File: src/rtl/pss_pkg.sv
// holds offsets, field positions, reset values and state codes of the
// power-save controller; assumes a 32-bit axi4-lite register bus.
package pss_pkg;

  // ==========================================================
  // register byte offsets
  localparam logic [7:0] PSS_OFF_PCR = 8'h00;
  localparam logic [7:0] PSS_OFF_CFG = 8'h04;
  localparam logic [7:0] PSS_OFF_SSEL = 8'h08;
  localparam logic [7:0] PSS_OFF_STAT = 8'h0c;

  // ==========================================================
  // power_save_control_reg fields
  localparam int PSS_PCR_IDLE = 1;
  localparam int PSS_PCR_STOP = 2;

  // ==========================================================
  // configuration register fields
  localparam int PSS_CFG_SUB_PRESENT = 0;
  localparam int PSS_CFG_CPU_ON_SUB = 1;
  localparam int PSS_CFG_T16A_WTI = 2;
  localparam int PSS_CFG_WATCH_SUB = 3;
  localparam int PSS_CFG_T8C_SUB = 4;
  localparam int PSS_CFG_T8D_SUB = 5;
  localparam int PSS_CFG_CSI_EXT = 6;
  localparam int PSS_CFG_UART_EXT = 9;
  localparam int PSS_CFG_RTO_EN = 11;
  localparam int PSS_CFG_RTO_SEL_D = 12;
  localparam int PSS_CFG_W = 13;
  localparam logic [12:0] PSS_CFG_RST = 13'h0001;

  // ==========================================================
  // settle select, status and bus answers
  localparam int PSS_SSEL_W = 3;
  localparam logic [2:0] PSS_SSEL_RST = 3'h4;
  localparam logic [2:0] PSS_SSEL_MAX = 3'h4;
  localparam logic [1:0] PSS_RESP_OKAY = 2'h0;
  localparam logic [1:0] PSS_RESP_SLVERR = 2'h2;

  typedef enum logic [1:0] {
    PSS_RUN = 2'b00,
    PSS_IDLE = 2'b01,
    PSS_STOP = 2'b10,
    PSS_SETTLE = 2'b11
  } pss_state_e;

endpackage

File: src/rtl/pss_power_save.sv
// power-save controller: idle and software stop modes, clock gating,
// peripheral run enables and the stop-release settle counter.
// assumes wake_irq is already masked and limited to live sources.
`timescale 1ns/1ns
module pss_power_save
  import pss_pkg::*;
#(
  parameter int SETTLE_BASE_LOG2 = 13,
  parameter int ADDR_W = 32
) (
  // clock, reset, enable
  input wire logic aclk,
  input wire logic aresetn,
  input wire logic ce,
  // axi4-lite write address and data
  input wire logic awvalid,
  output logic awready,
  input wire logic [ADDR_W-1:0] awaddr,
  input wire logic [2:0] awprot,
  input wire logic wvalid,
  output logic wready,
  input wire logic [31:0] wdata,
  input wire logic [3:0] wstrb,
  // axi4-lite write response
  output logic bvalid,
  input wire logic bready,
  output logic [1:0] bresp,
  // axi4-lite read
  input wire logic arvalid,
  output logic arready,
  input wire logic [ADDR_W-1:0] araddr,
  input wire logic [2:0] arprot,
  output logic rvalid,
  input wire logic rready,
  output logic [31:0] rdata,
  output logic [1:0] rresp,
  // wake and bus hold
  input wire logic nmi,
  input wire logic wake_irq,
  input wire logic bus_hold_request,
  output logic bus_hold_ack,
  // clock control
  output logic main_osc_en,
  output logic main_clk_en,
  output logic sub_clk_en,
  output logic cpu_run,
  // peripheral run enables
  output logic timer16_a_run,
  output logic watch_run,
  output logic timer8_c_run,
  output logic timer8_d_run,
  output logic [2:0] clocked_serial_ports_run,
  output logic [1:0] uart_tx_run,
  output logic [1:0] uart_rx_run,
  output logic rto_run,
  output logic periph_run
);

  localparam int CW = SETTLE_BASE_LOG2 + 5;

  // ==========================================================
  // parameter check at elaboration; out-of-range values would
  // overflow the settle counter or the offset decode
  if (SETTLE_BASE_LOG2 < 1 || SETTLE_BASE_LOG2 > 24) begin : g_chk_base
    $error("SETTLE_BASE_LOG2 out of range");
  end
  if (ADDR_W < 8) begin : g_chk_addr
    $error("ADDR_W must be at least 8");
  end

  // ==========================================================
  // all state of the block
  typedef struct packed {
    pss_state_e state;
    logic idle_req;
    logic stop_req;
    logic [PSS_CFG_W-1:0] cfg;
    logic [PSS_SSEL_W-1:0] ssel;
    logic [CW-1:0] cnt;
    logic aw_v;
    logic [7:0] aw_a;
    logic w_v;
    logic [31:0] w_d;
    logic [3:0] w_s;
    logic awready;
    logic wready;
    logic bvalid;
    logic [1:0] bresp;
    logic arready;
    logic rvalid;
    logic [31:0] rdata;
    logic [1:0] rresp;
    logic hold_ack;
    logic main_osc_en;
    logic main_clk_en;
    logic sub_clk_en;
    logic cpu_run;
    logic t16a;
    logic watch;
    logic t8c;
    logic t8d;
    logic [2:0] csi;
    logic [1:0] utx;
    logic [1:0] urx;
    logic rto;
    logic periph;
  } pss_state_s;

  pss_state_s s_q;
  pss_state_s s_d;

  // settle length as a one-hot count; selects above the top are clamped
  function automatic logic [CW-1:0] settle_len(input logic [2:0] sel);
    logic [2:0] k;
    k = (sel > PSS_SSEL_MAX) ? PSS_SSEL_MAX : sel;
    settle_len = CW'(1) << (SETTLE_BASE_LOG2 + int'(k));
  endfunction

  // ==========================================================
  // next-state logic
  always_comb begin
    logic do_wr;
    logic low_pwr;
    logic sub;
    logic [7:0] ra;
    do_wr = 1'b0;
    low_pwr = 1'b0;
    sub = 1'b0;
    ra = 8'h00;
    s_d = s_q;

    // write channel capture, either order
    if (awvalid && s_q.awready) begin
      s_d.aw_v = 1'b1;
      s_d.aw_a = awaddr[7:0];
    end
    if (wvalid && s_q.wready) begin
      s_d.w_v = 1'b1;
      s_d.w_d = wdata;
      s_d.w_s = wstrb;
    end
    if (bready && s_q.bvalid) begin
      s_d.bvalid = 1'b0;
    end
    do_wr = s_q.aw_v && s_q.w_v && !s_q.bvalid;

    // mode sequencing; wake is only looked at outside run
    unique case (s_q.state)
      PSS_RUN: begin
        s_d.cnt = '0;
      end
      PSS_IDLE: begin
        if (nmi || wake_irq) begin
          s_d.state = PSS_RUN; // no settle wait
          s_d.idle_req = 1'b0;
        end
      end
      PSS_STOP: begin
        if (nmi || wake_irq) begin
          s_d.state = PSS_SETTLE;
          s_d.cnt = settle_len(s_q.ssel);
        end
      end
      PSS_SETTLE: begin
        // settle counter counts down the oscillator settle time
        if (s_q.cnt <= CW'(1)) begin
          s_d.state = PSS_RUN;
          s_d.stop_req = 1'b0;
          s_d.cnt = '0;
        end else begin
          s_d.cnt = s_q.cnt - CW'(1);
        end
      end
    endcase

    // register write; mode entry only from run, so cpu is executing
    if (do_wr) begin
      s_d.aw_v = 1'b0;
      s_d.w_v = 1'b0;
      s_d.bvalid = 1'b1;
      s_d.bresp = PSS_RESP_OKAY;
      unique case (s_q.aw_a)
        PSS_OFF_PCR: begin
          if (s_q.w_s[0] && s_q.state == PSS_RUN) begin
            // stop wins when both are set; refused on subclock cpu
            if (s_q.w_d[PSS_PCR_STOP] && !s_q.cfg[PSS_CFG_CPU_ON_SUB]) begin
              s_d.state = PSS_STOP;
              s_d.stop_req = 1'b1;
            end else if (s_q.w_d[PSS_PCR_IDLE]) begin
              s_d.state = PSS_IDLE;
              s_d.idle_req = 1'b1;
            end
          end
        end
        PSS_OFF_CFG: begin
          if (s_q.w_s[0]) begin
            s_d.cfg[7:0] = s_q.w_d[7:0];
          end
          if (s_q.w_s[1]) begin
            s_d.cfg[PSS_CFG_W-1:8] = s_q.w_d[PSS_CFG_W-1:8];
          end
        end
        PSS_OFF_SSEL: begin
          if (s_q.w_s[0]) begin
            s_d.ssel = s_q.w_d[PSS_SSEL_W-1:0];
          end
        end
        PSS_OFF_STAT: begin
          s_d.bresp = PSS_RESP_OKAY; // read-only, write ignored
        end
        default: begin
          s_d.bresp = PSS_RESP_SLVERR;
        end
      endcase
    end

    // read channel
    if (rready && s_q.rvalid) begin
      s_d.rvalid = 1'b0;
    end
    if (arvalid && s_q.arready) begin
      ra = araddr[7:0];
      s_d.rvalid = 1'b1;
      s_d.rresp = PSS_RESP_OKAY;
      s_d.rdata = 32'h0000_0000;
      unique case (ra)
        PSS_OFF_PCR: begin
          s_d.rdata[PSS_PCR_IDLE] = s_q.idle_req;
          s_d.rdata[PSS_PCR_STOP] = s_q.stop_req;
        end
        PSS_OFF_CFG: begin
          s_d.rdata[PSS_CFG_W-1:0] = s_q.cfg;
        end
        PSS_OFF_SSEL: begin
          s_d.rdata[PSS_SSEL_W-1:0] = s_q.ssel;
        end
        PSS_OFF_STAT: begin
          s_d.rdata[1:0] = s_q.state;
          s_d.rdata[31:8] = 24'(s_q.cnt);
        end
        default: begin
          s_d.rresp = PSS_RESP_SLVERR;
        end
      endcase
    end

    // ready flags registered so the outputs come from flops
    s_d.awready = !s_d.aw_v && !s_d.bvalid;
    s_d.wready = !s_d.w_v && !s_d.bvalid;
    s_d.arready = !s_d.rvalid;

    // clock and peripheral control follows the next mode, so the
    // gates change in the same edge as the state
    low_pwr = (s_d.state != PSS_RUN);
    sub = s_d.cfg[PSS_CFG_SUB_PRESENT];
    s_d.main_osc_en = !(s_d.state == PSS_STOP);
    s_d.main_clk_en = !low_pwr;
    s_d.sub_clk_en = sub;
    s_d.cpu_run = !low_pwr;
    s_d.hold_ack = !low_pwr && bus_hold_request;
    if (!low_pwr) begin
      s_d.periph = 1'b1;
      s_d.t16a = 1'b1;
      s_d.watch = 1'b1;
      s_d.t8c = 1'b1;
      s_d.t8d = 1'b1;
      s_d.csi = 3'h7;
      s_d.utx = 2'h3;
      s_d.urx = 2'h3;
      s_d.rto = 1'b1;
    end else begin
      s_d.periph = 1'b0;
      s_d.watch = sub && s_d.cfg[PSS_CFG_WATCH_SUB];
      s_d.t16a = s_d.watch && s_d.cfg[PSS_CFG_T16A_WTI];
      s_d.t8c = sub && s_d.cfg[PSS_CFG_T8C_SUB];
      s_d.t8d = sub && s_d.cfg[PSS_CFG_T8D_SUB];
      s_d.csi = s_d.cfg[PSS_CFG_CSI_EXT +: 3];
      s_d.utx = s_d.cfg[PSS_CFG_UART_EXT +: 2];
      s_d.urx = 2'h0; // receive has no clock here
      s_d.rto = s_d.cfg[PSS_CFG_RTO_EN] &&
        (s_d.cfg[PSS_CFG_RTO_SEL_D] ? s_d.t8d : s_d.t8c);
    end
  end

  // ==========================================================
  // state register; reset releases any mode
  always_ff @(posedge aclk) begin
    if (!aresetn) begin
      s_q <= '0;
      s_q.state <= PSS_RUN;
      s_q.cfg <= PSS_CFG_RST;
      s_q.ssel <= PSS_SSEL_RST;
      s_q.main_osc_en <= 1'b1;
      s_q.main_clk_en <= 1'b1;
      s_q.sub_clk_en <= 1'b1;
      s_q.cpu_run <= 1'b1;
      s_q.periph <= 1'b1;
      s_q.t16a <= 1'b1;
      s_q.watch <= 1'b1;
      s_q.t8c <= 1'b1;
      s_q.t8d <= 1'b1;
      s_q.csi <= 3'h7;
      s_q.utx <= 2'h3;
      s_q.urx <= 2'h3;
      s_q.rto <= 1'b1;
    end else if (ce) begin
      s_q <= s_d;
    end
  end

  // ==========================================================
  // outputs, all straight from the state register
  assign awready = s_q.awready;
  assign wready = s_q.wready;
  assign bvalid = s_q.bvalid;
  assign bresp = s_q.bresp;
  assign arready = s_q.arready;
  assign rvalid = s_q.rvalid;
  assign rdata = s_q.rdata;
  assign rresp = s_q.rresp;
  assign bus_hold_ack = s_q.hold_ack;
  assign main_osc_en = s_q.main_osc_en;
  assign main_clk_en = s_q.main_clk_en;
  assign sub_clk_en = s_q.sub_clk_en;
  assign cpu_run = s_q.cpu_run;
  assign timer16_a_run = s_q.t16a;
  assign watch_run = s_q.watch;
  assign timer8_c_run = s_q.t8c;
  assign timer8_d_run = s_q.t8d;
  assign clocked_serial_ports_run = s_q.csi;
  assign uart_tx_run = s_q.utx;
  assign uart_rx_run = s_q.urx;
  assign rto_run = s_q.rto;
  assign periph_run = s_q.periph;

endmodule

File: config.mk
export PLATFORM = sky130hd
export DESIGN_NAME = pss_power_save
export DESIGN_NICKNAME = d
export VERILOG_FILES = /design/src/rtl/pss_pkg.sv /design/src/rtl/pss_power_save.sv
export SDC_FILE = /design/constraint.sdc
export NUM_CORES = 1
export LEC_CHECK = 0
export BUFFER_PORTS_ARGS = -buffer_cell sky130_fd_sc_hd__buf_2
export CAP_MARGIN = 20
export CORE_MARGIN = 2
export CORE_UTILIZATION = 40
export DETAILED_ROUTE_END_ITERATION = 16
export MAX_ROUTING_LAYER = met4
export PLACE_DENSITY_LB_ADDON = 0.12
export REMOVE_ABC_BUFFERS = 1
export SYNTH_ARGS = -nofsm -noshare
export SYNTH_HDL_FRONTEND = slang
export SYNTH_SLANG_ARGS = --single-unit
File: constraint.sdc
create_clock -name aclk -period 2 [get_ports aclk]
set_input_delay 0.4 -clock aclk [delete_from_list [all_inputs] [get_ports aclk]]
set_output_delay 0.4 -clock aclk [all_outputs]
set_load 0.02 [all_outputs]
[After elaboration in Yosys (flattened, before gate mapping)]
Index checks and enable logic that the tools add are counted.
Word-level totals
  register bits after elaboration: 142
  input bits: 117
  output and inout bits: 59
  word-level logic and storage cells: 130
Cells by class
  add/sub/neg operators: 2
  order comparisons: 2
  equal/unequal tests: 11
  shifts and indexed selects: 1
  multiplexer cells: 41
  reduce and logical (&&, ||, !) cells: 40
Operator list (count)
  18-bit one-hot mux with 3 select lines: 1
  13-bit 2-to-1 mux: 3
  37-bit 2-to-1 mux: 1
  18-bit 2-to-1 mux: 2
  35-bit 2-to-1 mux: 1
  8-bit by 4-bit == test with 1-bit output (second input constant): 4
  20-bit 2-to-1 mux: 1
  18-bit by 1-bit <= comparator with 1-bit output (second input constant): 1
  3-bit 2-to-1 mux: 6
  1-bit by 5-bit left shift with 18-bit output (first input constant): 1
  18-bit by 1-bit subtractor with 18-bit output (second input constant): 1
  1-bit logical AND: 17
  8-bit by 3-bit == test with 1-bit output (second input constant): 2
  8-bit logical NOT: 2
  1-bit 2-to-1 mux: 10
  2-bit 2-to-1 mux: 5
  5-bit 2-to-1 mux: 2
  5-bit one-hot mux with 2 select lines: 1
  9-bit 2-to-1 mux: 1
  1-bit logical NOT: 8
  4-bit 2-to-1 mux: 2
  8-bit 2-to-1 mux: 1
  2-bit AND reduction: 4
  4-bit AND reduction: 2
  other kinds (14): 18

[Logic depth before layout (Yosys ltp)]
Gate-level depths: netlist of run 1.
  depth after elaboration: 12
  gate-level depth with buffers: 8
  depth with buffers taken out: 8

[Worst setup path before layout of run 1]
No wires, ideal clock.
  path kind: input-to-reg
  start: in araddr[1]
  end: reg s_q (netlist bit rdata[16])
  setup time: 0.065 ns
  arrival time: 1.802 ns
  data required time: 1.935 ns
  slack: 0.133 ns
  cell stages on the path: 6
  buffers on the path: 1
  path through: or4_1 -> nor4_4 -> and3_1 -> buf_2 -> a22oi_1 -> nor2_1
Between the ends
  cells in the longest elaborated chain, start to end: 2
Ends and longest elaborated chain
  from (decl): line pss_power_save.sv:31  | input wire logic [ADDR_W-1:0] araddr,
  8-bit by 4-bit == test with 1-bit output: line pss_power_save.sv:226  | unique case (ra)
  13-bit 2-to-1 mux: line pss_power_save.sv:226
  to (decl): line pss_power_save.sv:109  | pss_state_s s_q;
No other way between the ends.
A chain may end at the register's enable or synchronous reset.

[Worst setup path after layout of run 1]
  start: reg s_q[115] (netlist name)
  end: reg s_q (netlist bit watch_run)
Between the ends
  cells in the longest elaborated chain, start to end: 10
Ends and longest elaborated chain
  18-bit by 1-bit <= comparator with 1-bit output (*): line pss_power_save.sv:166  | if (s_q.cnt <= CW'(1)) begin
  2-bit 2-to-1 mux (*): line pss_power_save.sv:166
  2-bit one-hot mux with 3 select lines (*): line pss_power_save.sv:148  | unique case (s_q.state)
  3-bit 2-to-1 mux: line pss_power_save.sv:189  | end else if (s_q.w_d[PSS_PCR_IDLE]) begin
  2-bit 2-to-1 mux: line pss_power_save.sv:186  | if (s_q.w_d[PSS_PCR_STOP] && !s_q.cfg[PSS_CFG_CPU_ON_SUB]) begin
  4-bit 2-to-1 mux: line pss_power_save.sv:184  | if (s_q.w_s[0] && s_q.state == PSS_RUN) begin
  4-bit 2-to-1 mux: line pss_power_save.sv:182  | unique case (s_q.aw_a)
  20-bit 2-to-1 mux (*): line pss_power_save.sv:177  | if (do_wr) begin
  2-bit nonzero test (*): line pss_power_save.sv:254  | low_pwr = (s_d.state != PSS_RUN);
  13-bit 2-to-1 mux (*): line pss_power_save.sv:261  | if (!low_pwr) begin
Every way passes the cells marked *; elsewhere a longest branch is shown, timed or not.

==> impl_metrics.toml, run 1 <==
[run_status]
status = "completed"

[placement]
hpwl_mm = 9.32
port_buffers = 92
gp_congestion = 0.881
dp_cells = 864

[detailed_routing]
drtIter0Drc = 211
route.detailed.drc = 0
wl_per_cell_um = 14.3
ant_nets = 0
vias = 4474
drt_first_pass_iters = 4
vias_per_cell = 5.07
drt_wl_total_mm = 12.6

[synthesis]
synth-xor-area-share = 0.0220
avgSynthCellArea_um2 = 8.44
synthCells = 613
synth_top_area_share = 0.422
synth_top_family_by_area = "simple AND/OR/NAND/NOR gates"
synth_compound_area_frac = 0.155
netlist.top_cell.by_area = "dfxtp_1"
synth.distinct_cells = 63
yosysWarnings = 0
synth_flop_cell = "dfxtp_1"
netlist_top_cells_area = "dfxtp_1 (42%), buf_4 (6.7%), nand2_1 (6.4%)"
yosys_register_bits = 109
synth_edf_count = 0
yosys.area_share.adder = 0.00726
yosys.area_share.simple = 0.236
syn_area_um2 = 5170
ys_seq_area_frac = 0.422
synthArstFlopShare = 0
synthMuxAreaShare = 0.0612

[final_layout]
nFillCells = 1273
fin_nets = 825
area_delta_synth_final_pct = 19.9
drive_above_1_share = 0.268
diodes = 0
layoutNonFillerInstCount = 882

[timing]
period_minus_slack_ns = 1.99
slew_viol_final = 0
fin_skew_ns = 0.0137
timing.final.crit_share = 0.997
hold_violations = 0
clock.fmax_ghz = 0.501
totalNegativeSetupSlack_ns = 0
hold_ws_ns = 0.283
setup_violations = 0
rsz0062_at_grt = "yes"

[worst_hold_path]
hold_class = "in -> reg"

[global_route]
gr-total-overflow = 0
grt_pass1_wl_mm = 20.9
grtUsageMet3 = 0.0329
grt.met1_usage = 0.235
first_global_vias = 4288
antenna_found_initial = 0
top_usage_layer = "met2"
grt_util_met2 = 0.320
track_usage = 0.189
grt_max_degree = 52

[clocking]
clk_path_buf_depth = 2
hold_buffers = 0
clkSinkCount = 109
cts_root_buffer = "clkbuf_16"
cts_buffers = 9
htreeDepth = 3
clk_pin_slew_ns = 0.08
cts_tree = "done"
clk_latency_ns = 0.35

[die]
start_util = 0.410
num_rows = 41
ioPinCount = 176
dieArea_um2 = 13900
die_x_um = 118
die_h_um = 118
core_um2 = 12600

[setup_path]
cp.required_ns = 2.28
cp_max_fo = 10
path_class = "reg -> reg"
end_kind = "flop"
cp.arrival_ns = 2.27
startpoint_type = "flop"

[job]
maxCapViolCount = 0

[power_and_ir_drop]
power_density_nw_per_um2 = 779
ir_drop_mv = 0.487
p_leak_uw = 0.00270
==> final timing paths <==
path / start / end / slack (ns) / cells after the start
max: s_q[115]$_SDFFE_PN0P_ / watch_run$_SDFFE_PN1P_ / 0.006 / 7
min: awaddr[6] / s_q[102]$_SDFFE_PN0P_ / 0.28 / 3
max reg2reg: s_q[115]$_SDFFE_PN0P_ / watch_run$_SDFFE_PN1P_ / 0.006 / 7
min reg2reg: s_q[75]$_SDFFE_PN0P_ / s_q[75]$_SDFFE_PN0P_ / 0.46 / 2
==> sequential cells by signal, indices dropped and copies added, names as in the netlist, 2 cells and up <==
| name | flops |
|---|---|
| uart_tx_run | 2 |
| rdata | 26 |
| clocked_serial_ports_run | 3 |
| s_q | 63 |
==> power breakdown <==
group          internal, uW  switching [uW]  total (uW)  leakage, uW
combinational           316             406         723      0.00167
sequential             2230            52.9        2290     0.000886
clock                   992             829        1820     0.000143
==> cells in the mapped netlist, types with 3 or more instances <==
master	n
dfxtp_1	109
nand2_1	88
nor2_1	71
a21oi_1	51
buf_4	46
nand3_1	27
mux2i_1	26
a22oi_1	24
clkbuf_1	22
o21ai_0	22
xor2_1	8
and3_1	7
inv_1	7
nor3_1	6
and2_1	5
nand2_2	5
nor4_1	5
o21a_1	5
o21ai_1	5
xnor2_1	5
a211oi_1	4
nand2b_1	4
a31oi_1	3
ha_1	3
nand3b_1	3
nor4_4	3
==> cells by family (layout without fill, tap and decap cells) <==
| logic type | count (synthesis) | in the layout |
|---|---|---|
| other cells | 1 | 8 |
| flops | 109 | 109 |
| compound gates | 129 | 129 |
| xor+xnor | 13 | 13 |
| simple gates | 248 | 248 |
| buf+inv | 81 | 171 |
| fa+ha+maj | 3 | 3 |
| mux | 29 | 29 |
==> worst max-delay path, cell delays in order, from the launching register on <==
cell and delay [ns]:
dfxtp_2 0.33, nor4_4 0.33, nand4_2 0.16, or2_1 0.28, a221o_1 0.35, o21a_1 0.25, buf_12 0.17, o211ai_2 0.05
==> per-layer routing <==
| layer | wire (um) | up-vias |
|---|---|---|
| met5 | 0 | - |
| met4 | 95 | 0 |
| met3 | 474 | 8 |
| met2 | 6150 | 93 |
| met1 | 5870 | 2110 |
| li1 | - | 2263 |
==> placed cells by master, fill, tap and decap left out, types with 7 or more instances in the layout <==
cell type / count
dfxtp_1: 107
buf_2: 92
nand2_1: 88
nor2_1: 70
a21oi_1: 51
buf_4: 49
nand3_1: 27
mux2i_1: 26
a22oi_1: 24
o21ai_0: 22
clkbuf_16: 9
xor2_1: 8
conb_1: 8
inv_1: 7
and3_1: 7
==> layout make-up <==
class | count | area (um^2) | area share
inverter | 9 | 33.8 | 0.00545
multi-input combinational | 430 | 2540 | 0.409
sequential | 109 | 2180 | 0.352
timing repair buffer | 146 | 928 | 0.150
clock buffer | 11 | 233 | 0.0375
clock inverter | 5 | 66.3 | 0.0107
tap | 172 | 215 | 0.0347
==> metrics by stage <==
step	util	cell area (um^2)	worst slack [ns]	power, uW
floorplan	-	4730	-0.251	2720
global placement	0.465	5860	-0.0293	3040
detailed placement	0.465	5860	-0.0280	3040
CTS	0.489	6170	0.00283	4870
global route	0.491	6200	-0.0580	5030
finish	0.491	6200	0.00565	4830
==> what timing repair did <==
item / 4_1_cts / 5_1_grt
endpoints found under the setup margin: 15 / 21
gates resized for setup: 1 / 7
buffers inserted: 1 / 1
pin swaps: 4 / 5
(Power assumes the default switching activity.)
==> run 2, diff against run 1 <==
--- a/config.mk
+++ b/config.mk
@@ -9,6 +9,7 @@
 export CAP_MARGIN = 20
 export CORE_MARGIN = 2
 export CORE_UTILIZATION = 40
+export CTS_BUF_LIST = sky130_fd_sc_hd__clkbuf_2 sky130_fd_sc_hd__clkbuf_4 sky130_fd_sc_hd__clkbuf_8
 export DETAILED_ROUTE_END_ITERATION = 16
 export MAX_ROUTING_LAYER = met4
 export PLACE_DENSITY_LB_ADDON = 0.12
==> constraint.sdc (replaced) <==
create_clock -name aclk -period 2 [get_ports aclk]
set_input_delay 0.1 -clock aclk [delete_from_list [all_inputs] [get_ports aclk]]
set_output_delay 0.1 -clock aclk [all_outputs]
set_load 0.02 [all_outputs]
==> run 2 against run 1 <==
- sequential share of layout area decreased by 0.55 points
- cell area increased by 1.6%
- largest cell class unchanged
- largest power group unchanged
- critical path type unchanged
- worst hold slack lost 0.24 ns
- die area stayed put
==> impl_metrics.toml, run 2 (synthesis gave the netlist of run 1 again) <==
[final_layout]
layout_common_cells = "dfxtp_1 (106), buf_2 (92), nand2_1 (87)"
top_register = "s_q"
final_common_cell = "dfxtp_1"
multi_input_area_um2 = 2560
diodes = 0
seq_area_um2 = 2190
finalInstanceArea_um2 = 6300
fin_nets = 847
nFillCells = 1271
area_delta_synth_final_pct = 21.8
layoutNonFillerInstCount = 904
final_util = 0.499
drive_above_1_share = 0.265
largest_reg_flops = 63

[placement]
dpl-instance-area_um2 = 5790
hpwl_mm = 9.48
gp_congestion = 0.845
port_buffers = 92
dp_cells = 861
post-place-ws_ns = -0.0263

[power_and_ir_drop]
power_density_nw_per_um2 = 686
p_comb_frac = 0.177
p_int_uw = 3080
p_seq_frac = 0.529
p_total_uw = 4320
switching_power_uw = 1250
clockPowerShare = 0.294
swShare = 0.289
p_leak_uw = 0.00272
ir_drop_mv = 0.439

[die]
die_h_um = 118
num_rows = 41
core_um2 = 12600
ioPinCount = 176
dieArea_um2 = 13900
start_util = 0.410
die_x_um = 118

[worst_hold_path]
hold_start = "aresetn"
min_path_cells = 2
holdPathEnd = "s_q[125]$_SDFFE_PN1P_"
hold_class = "in -> reg"

[detailed_routing]
drt_first_pass_iters = 5
ant_nets = 0
drt_wl_total_mm = 13.0
wl_per_cell_um = 14.3
vias = 4536
drtIter0Drc = 161
vias_per_cell = 5.02
route.detailed.drc = 0

[clocking]
clk_path_buf_depth = 2
cts_root_buffer = "clkbuf_8"
clk_pin_slew_ns = 0.11
clkSinkCount = 109
clk_latency_ns = 0.39
cts_buffers = 9
htreeDepth = 3
cts_tree = "done"

[global_route]
top_usage_layer = "met2"
gr-total-overflow = 0
grt_util_met2 = 0.326
grt_pass1_wl_mm = 21.2
track_usage = 0.193
first_global_vias = 4363
grt_max_degree = 28
antenna_found_initial = 0
grt.met1_usage = 0.230
grtUsageMet3 = 0.0388

[setup_path]
worst_path_max_delay_cell = "a221o_1"
r2r_start = "s_q[115]$_SDFFE_PN0P_"
r2r_slack_ns = 0.05
startpoint_type = "flop"
cp.required_ns = 2.35
r2r-end = "clocked_serial_ports_run[2]$_SDFFE_PN1P_"
startpoint = "s_q[115]$_SDFFE_PN0P_"
cp_max_fo = 5
path_class = "reg -> reg"
reg2reg_depth = 7
max_stage_delay_ns = 0.35
end_kind = "flop"
crit_chain = "nor4_4 -> nand4_2 -> or2_4 -> a221o_1 -> o21a_4 -> clkbuf_16 -> nand2_2"
cp.arrival_ns = 2.29

[timing]
hold_violations = 0
timing.final.crit_share = 0.973
worst_slack_ns = 0.0534
fin_skew_ns = 0.0131
rsz0062_at_grt = "yes"
clock.fmax_ghz = 0.514
setup_violations = 0
slew_viol_final = 0
period_minus_slack_ns = 1.95

[job]
maxCapViolCount = 0

[run_status]
status = "completed"
-- run 2: cell types whose count changed in the layout (fill, tap and decap cells not counted), moves of 2 or more --
cell | before | now
clkbuf_1 | 2 | 0
buf_12 | 5 | 1
clkbuf_8 | 0 | 10
clkbuf_16 | 9 | 1
dlygate4sd3_1 | 0 | 24
-- run 2: final cells by class --
type	count	area share
Multi-Input combinational cell	430	0.406
Sequential cell	109	0.347
Clock buffer	10	0.0218
Timing Repair Buffer	168	0.179
Clock inverter	6	0.00735
Inverter	9	0.00536
Tap cell	172	0.0342
-- run 2: worst max-delay path by stage --
| stage | end | depth (start not counted) |
|---|---|---|
| final | clocked_serial_ports_run[2]$_SDFFE_PN1P_ | 7 |
| after global routing | watch_run$_SDFFE_PN1P_ | 7 |
| after CTS | watch_run$_SDFFE_PN1P_ | 7 |
| after detailed placement | watch_run$_SDFFE_PN1P_ | 7 |
| after global placement | s_q[121]$_SDFFE_PN0P_ | 5 |
| after floorplan | rdata[13]$_SDFFE_PN0P_ | 5 |
-- run 2: what timing repair did --
item,CTS,global route
hold endpoints to repair,24,0
cloned,0,1
buffers inserted,0,2
pin swaps,4,6
hold buffers,24,0
resized for setup,3,12
endpoints found under the setup margin,12,14
-- run 2: power groups by stage --
stage,sequential [uW],clock (uW),combinational (uW)
6_report,2290,1270,766
5_1_grt,2300,1410,838
4_1_cts,2290,1330,739
3_5_place_dp,2340,0,697
3_3_place_gp,2330,0,694
2_1_floorplan,2380,0,341
-- run 2: worst max-delay path: cells and delay by family (launching register included) --
family / cells / cell delay, ns
AOI/OAI and AO/OA: 2 / 0.61
and+or+nand+nor: 4 / 0.79
buffers and inverters: 1 / 0.17
DFF: 1 / 0.34
-- run 2: layer usage --
layer  routed length [um]  up-vias  part of all wire
li1                     -     2303                 -
met1                 5840     2111              0.45
met2                 6460      109              0.50
met3                  523       13             0.040
met4                  142        0             0.011
met5                    0        -                 0
-- run 2: through the flow --
step	hold WS [ns]	TNS, ns
floorplan	0.162	-4.13
global placement	0.343	-0.128
detailed placement	0.345	-0.140
CTS	0.00729	0
global route	0.0319	-0.0665
finish	0.0416	0
==> run 3, diff against run 2 <==
--- a/config.mk
+++ b/config.mk
@@ -12,7 +12,7 @@
 export CTS_BUF_LIST = sky130_fd_sc_hd__clkbuf_2 sky130_fd_sc_hd__clkbuf_4 sky130_fd_sc_hd__clkbuf_8
 export DETAILED_ROUTE_END_ITERATION = 16
 export MAX_ROUTING_LAYER = met4
-export PLACE_DENSITY_LB_ADDON = 0.12
+export PLACE_DENSITY_LB_ADDON = 0.25
 export REMOVE_ABC_BUFFERS = 1
 export SYNTH_ARGS = -nofsm -noshare
 export SYNTH_HDL_FRONTEND = slang
==> run 3 against run 2 <==
- via count is 2.1% higher
- global-route usage is 0.36 points higher
- critical path depth stayed put
- setup slack worse by 0.021 ns
- cell area is 0.20% higher
- critical path type unchanged
- critical endpoint is now watch_run$_SDFFE_PN1P_
- highest routed layer unchanged
==> impl_metrics.toml, run 3 (synthesis gave the netlist of run 1 again) <==
[clocking]
htreeDepth = 3
clk_latency_ns = 0.39
clk_pin_slew_ns = 0.11
cts_tree = "done"
clk_path_buf_depth = 2
cts_buffers = 9
cts_root_buffer = "clkbuf_8"
clkSinkCount = 109

[final_layout]
largest_reg_flops = 63
layoutNonFillerInstCount = 901
area_delta_synth_final_pct = 22.1
fin_nets = 844
top_register = "s_q"
layout_common_cells = "dfxtp_1 (108), buf_2 (92), nand2_1 (87)"
diodes = 0
nFillCells = 1262
final_common_cell = "dfxtp_1"
drive_above_1_share = 0.258

[power_and_ir_drop]
power_density_nw_per_um2 = 697
p_leak_uw = 0.00273
ir_drop_mv = 0.809

[placement]
dp_cells = 858
port_buffers = 92
gp_congestion = 0.855
hpwl_mm = 9.42

[setup_path]
cp.required_ns = 2.33
crit_chain = "nor4_4 -> nand4_2 -> or2_1 -> a221o_1 -> o21a_4 -> buf_12 -> o211ai_2"
max_stage_delay_ns = 0.35
cp_max_fo = 5
startpoint_type = "flop"
end_kind = "flop"
path_class = "reg -> reg"
cp.arrival_ns = 2.30
worst_path_max_delay_cell = "a221o_1"

[run_status]
status = "completed"

[timing]
clock.fmax_ghz = 0.508
period_minus_slack_ns = 1.97
setup_violations = 0
rsz0062_at_grt = "yes"
slew_viol_final = 0
hold_violations = 0
worst_slew_pin_slew_ns = 0.491
hold_ws_ns = 0.0482
slew-limit-headroom = 0.670
fin_skew_ns = 0.0169
timing.final.crit_share = 0.984

[die]
die_h_um = 118
dieArea_um2 = 13900
die_x_um = 118
core_um2 = 12600
start_util = 0.410
ioPinCount = 176
num_rows = 41

[job]
maxCapViolCount = 0

[detailed_routing]
vias = 4632
ant_nets = 0
drtIter0Drc = 185
drt_wl_total_mm = 13.2
drt_first_pass_iters = 4
wl_per_cell_um = 14.6
vias_per_cell = 5.14
route.detailed.drc = 0

[global_route]
antenna_found_initial = 0
first_global_vias = 4499
grt_max_degree = 57
grt_pass1_wl_mm = 21.8
track_usage = 0.197
gr-total-overflow = 0

[worst_hold_path]
hold_class = "in -> reg"
## run 3: cell types whose count changed in the layout (fill, tap and decap cells not counted), sizes merged
cell	previous run	this run
clkinv	3	1
clkinvlp	2	1
clkbuf	11	12
inv	10	11
buf	143	141
## run 3: cell type report
type	count	area, um^2	area share
clock buffers	12	165	0.0262
multi-input cells	430	2570	0.406
clock inverters	4	36.3	0.00575
flip-flops and latches	109	2180	0.346
well taps	172	215	0.0341
repair buffers	165	1110	0.176
inverters	9	33.8	0.00535
## run 3: report_power, final
group / internal (uW) / switching (uW)
combinational: 342 / 420
sequential: 2230 / 53.6
clock: 574 / 780
total: 3150 / 1250
## run 3: path summary, 6_finish.rpt
check / from / endpoint / slack (ns) / depth (start not counted)
hold / removal: rready / rvalid$_SDFFE_PN0P_ / 0.05 / 4
setup / recovery: s_q[118]$_SDFFE_PN0P_ / watch_run$_SDFFE_PN1P_ / 0.03 / 7
hold reg to reg: s_q[60]$_SDFFE_PN0P_ / s_q[60]$_SDFFE_PN0P_ / 0.47 / 2
setup reg to reg: s_q[118]$_SDFFE_PN0P_ / watch_run$_SDFFE_PN1P_ / 0.03 / 7
## run 3: worst max-delay path: cells and delay by family, from the launching register on
family          cells  cell delay [ns]
compound gates      3             0.65
buf+inv             1             0.14
flops               1             0.34
simple gates        3             0.78
## run 3: metrics by stage
stage          total power (uW)  worst slack [ns]  TNS [ns]  utilization  cell area, um^2
3_3_place_gp               3020           -0.0533    -0.403        0.458             5780
2_1_floorplan              2720            -0.251     -4.13            -             4730
4_1_cts                    4440            0.0396         0        0.496             6260
6_report                   4400            0.0328         0        0.500             6310
3_5_place_dp               3030           -0.0401    -0.287        0.458             5780
5_1_grt                    4620           -0.0364    -0.314        0.500             6310
## run 3: what timing repair did
| item | CTS | global route |
|---|---|---|
| endpoints found under the hold margin | 24 | 0 |
| cloned | 1 | 0 |
| buffers inserted | 1 | 1 |
| hold buffers | 24 | 0 |
| pin swaps | 5 | 1 |
| gates resized for setup | 5 | 9 |
| endpoints found under the setup margin | 11 | 19 |
## run 3: metal layers
metal	vias to the layer above	routed length, um	track usage
met4	0	172	0.0505
met2	115	6480	0.332
met5	-	0	-
li1	2306	-	-
met1	2194	5880	0.236
met3	17	621	0.0480
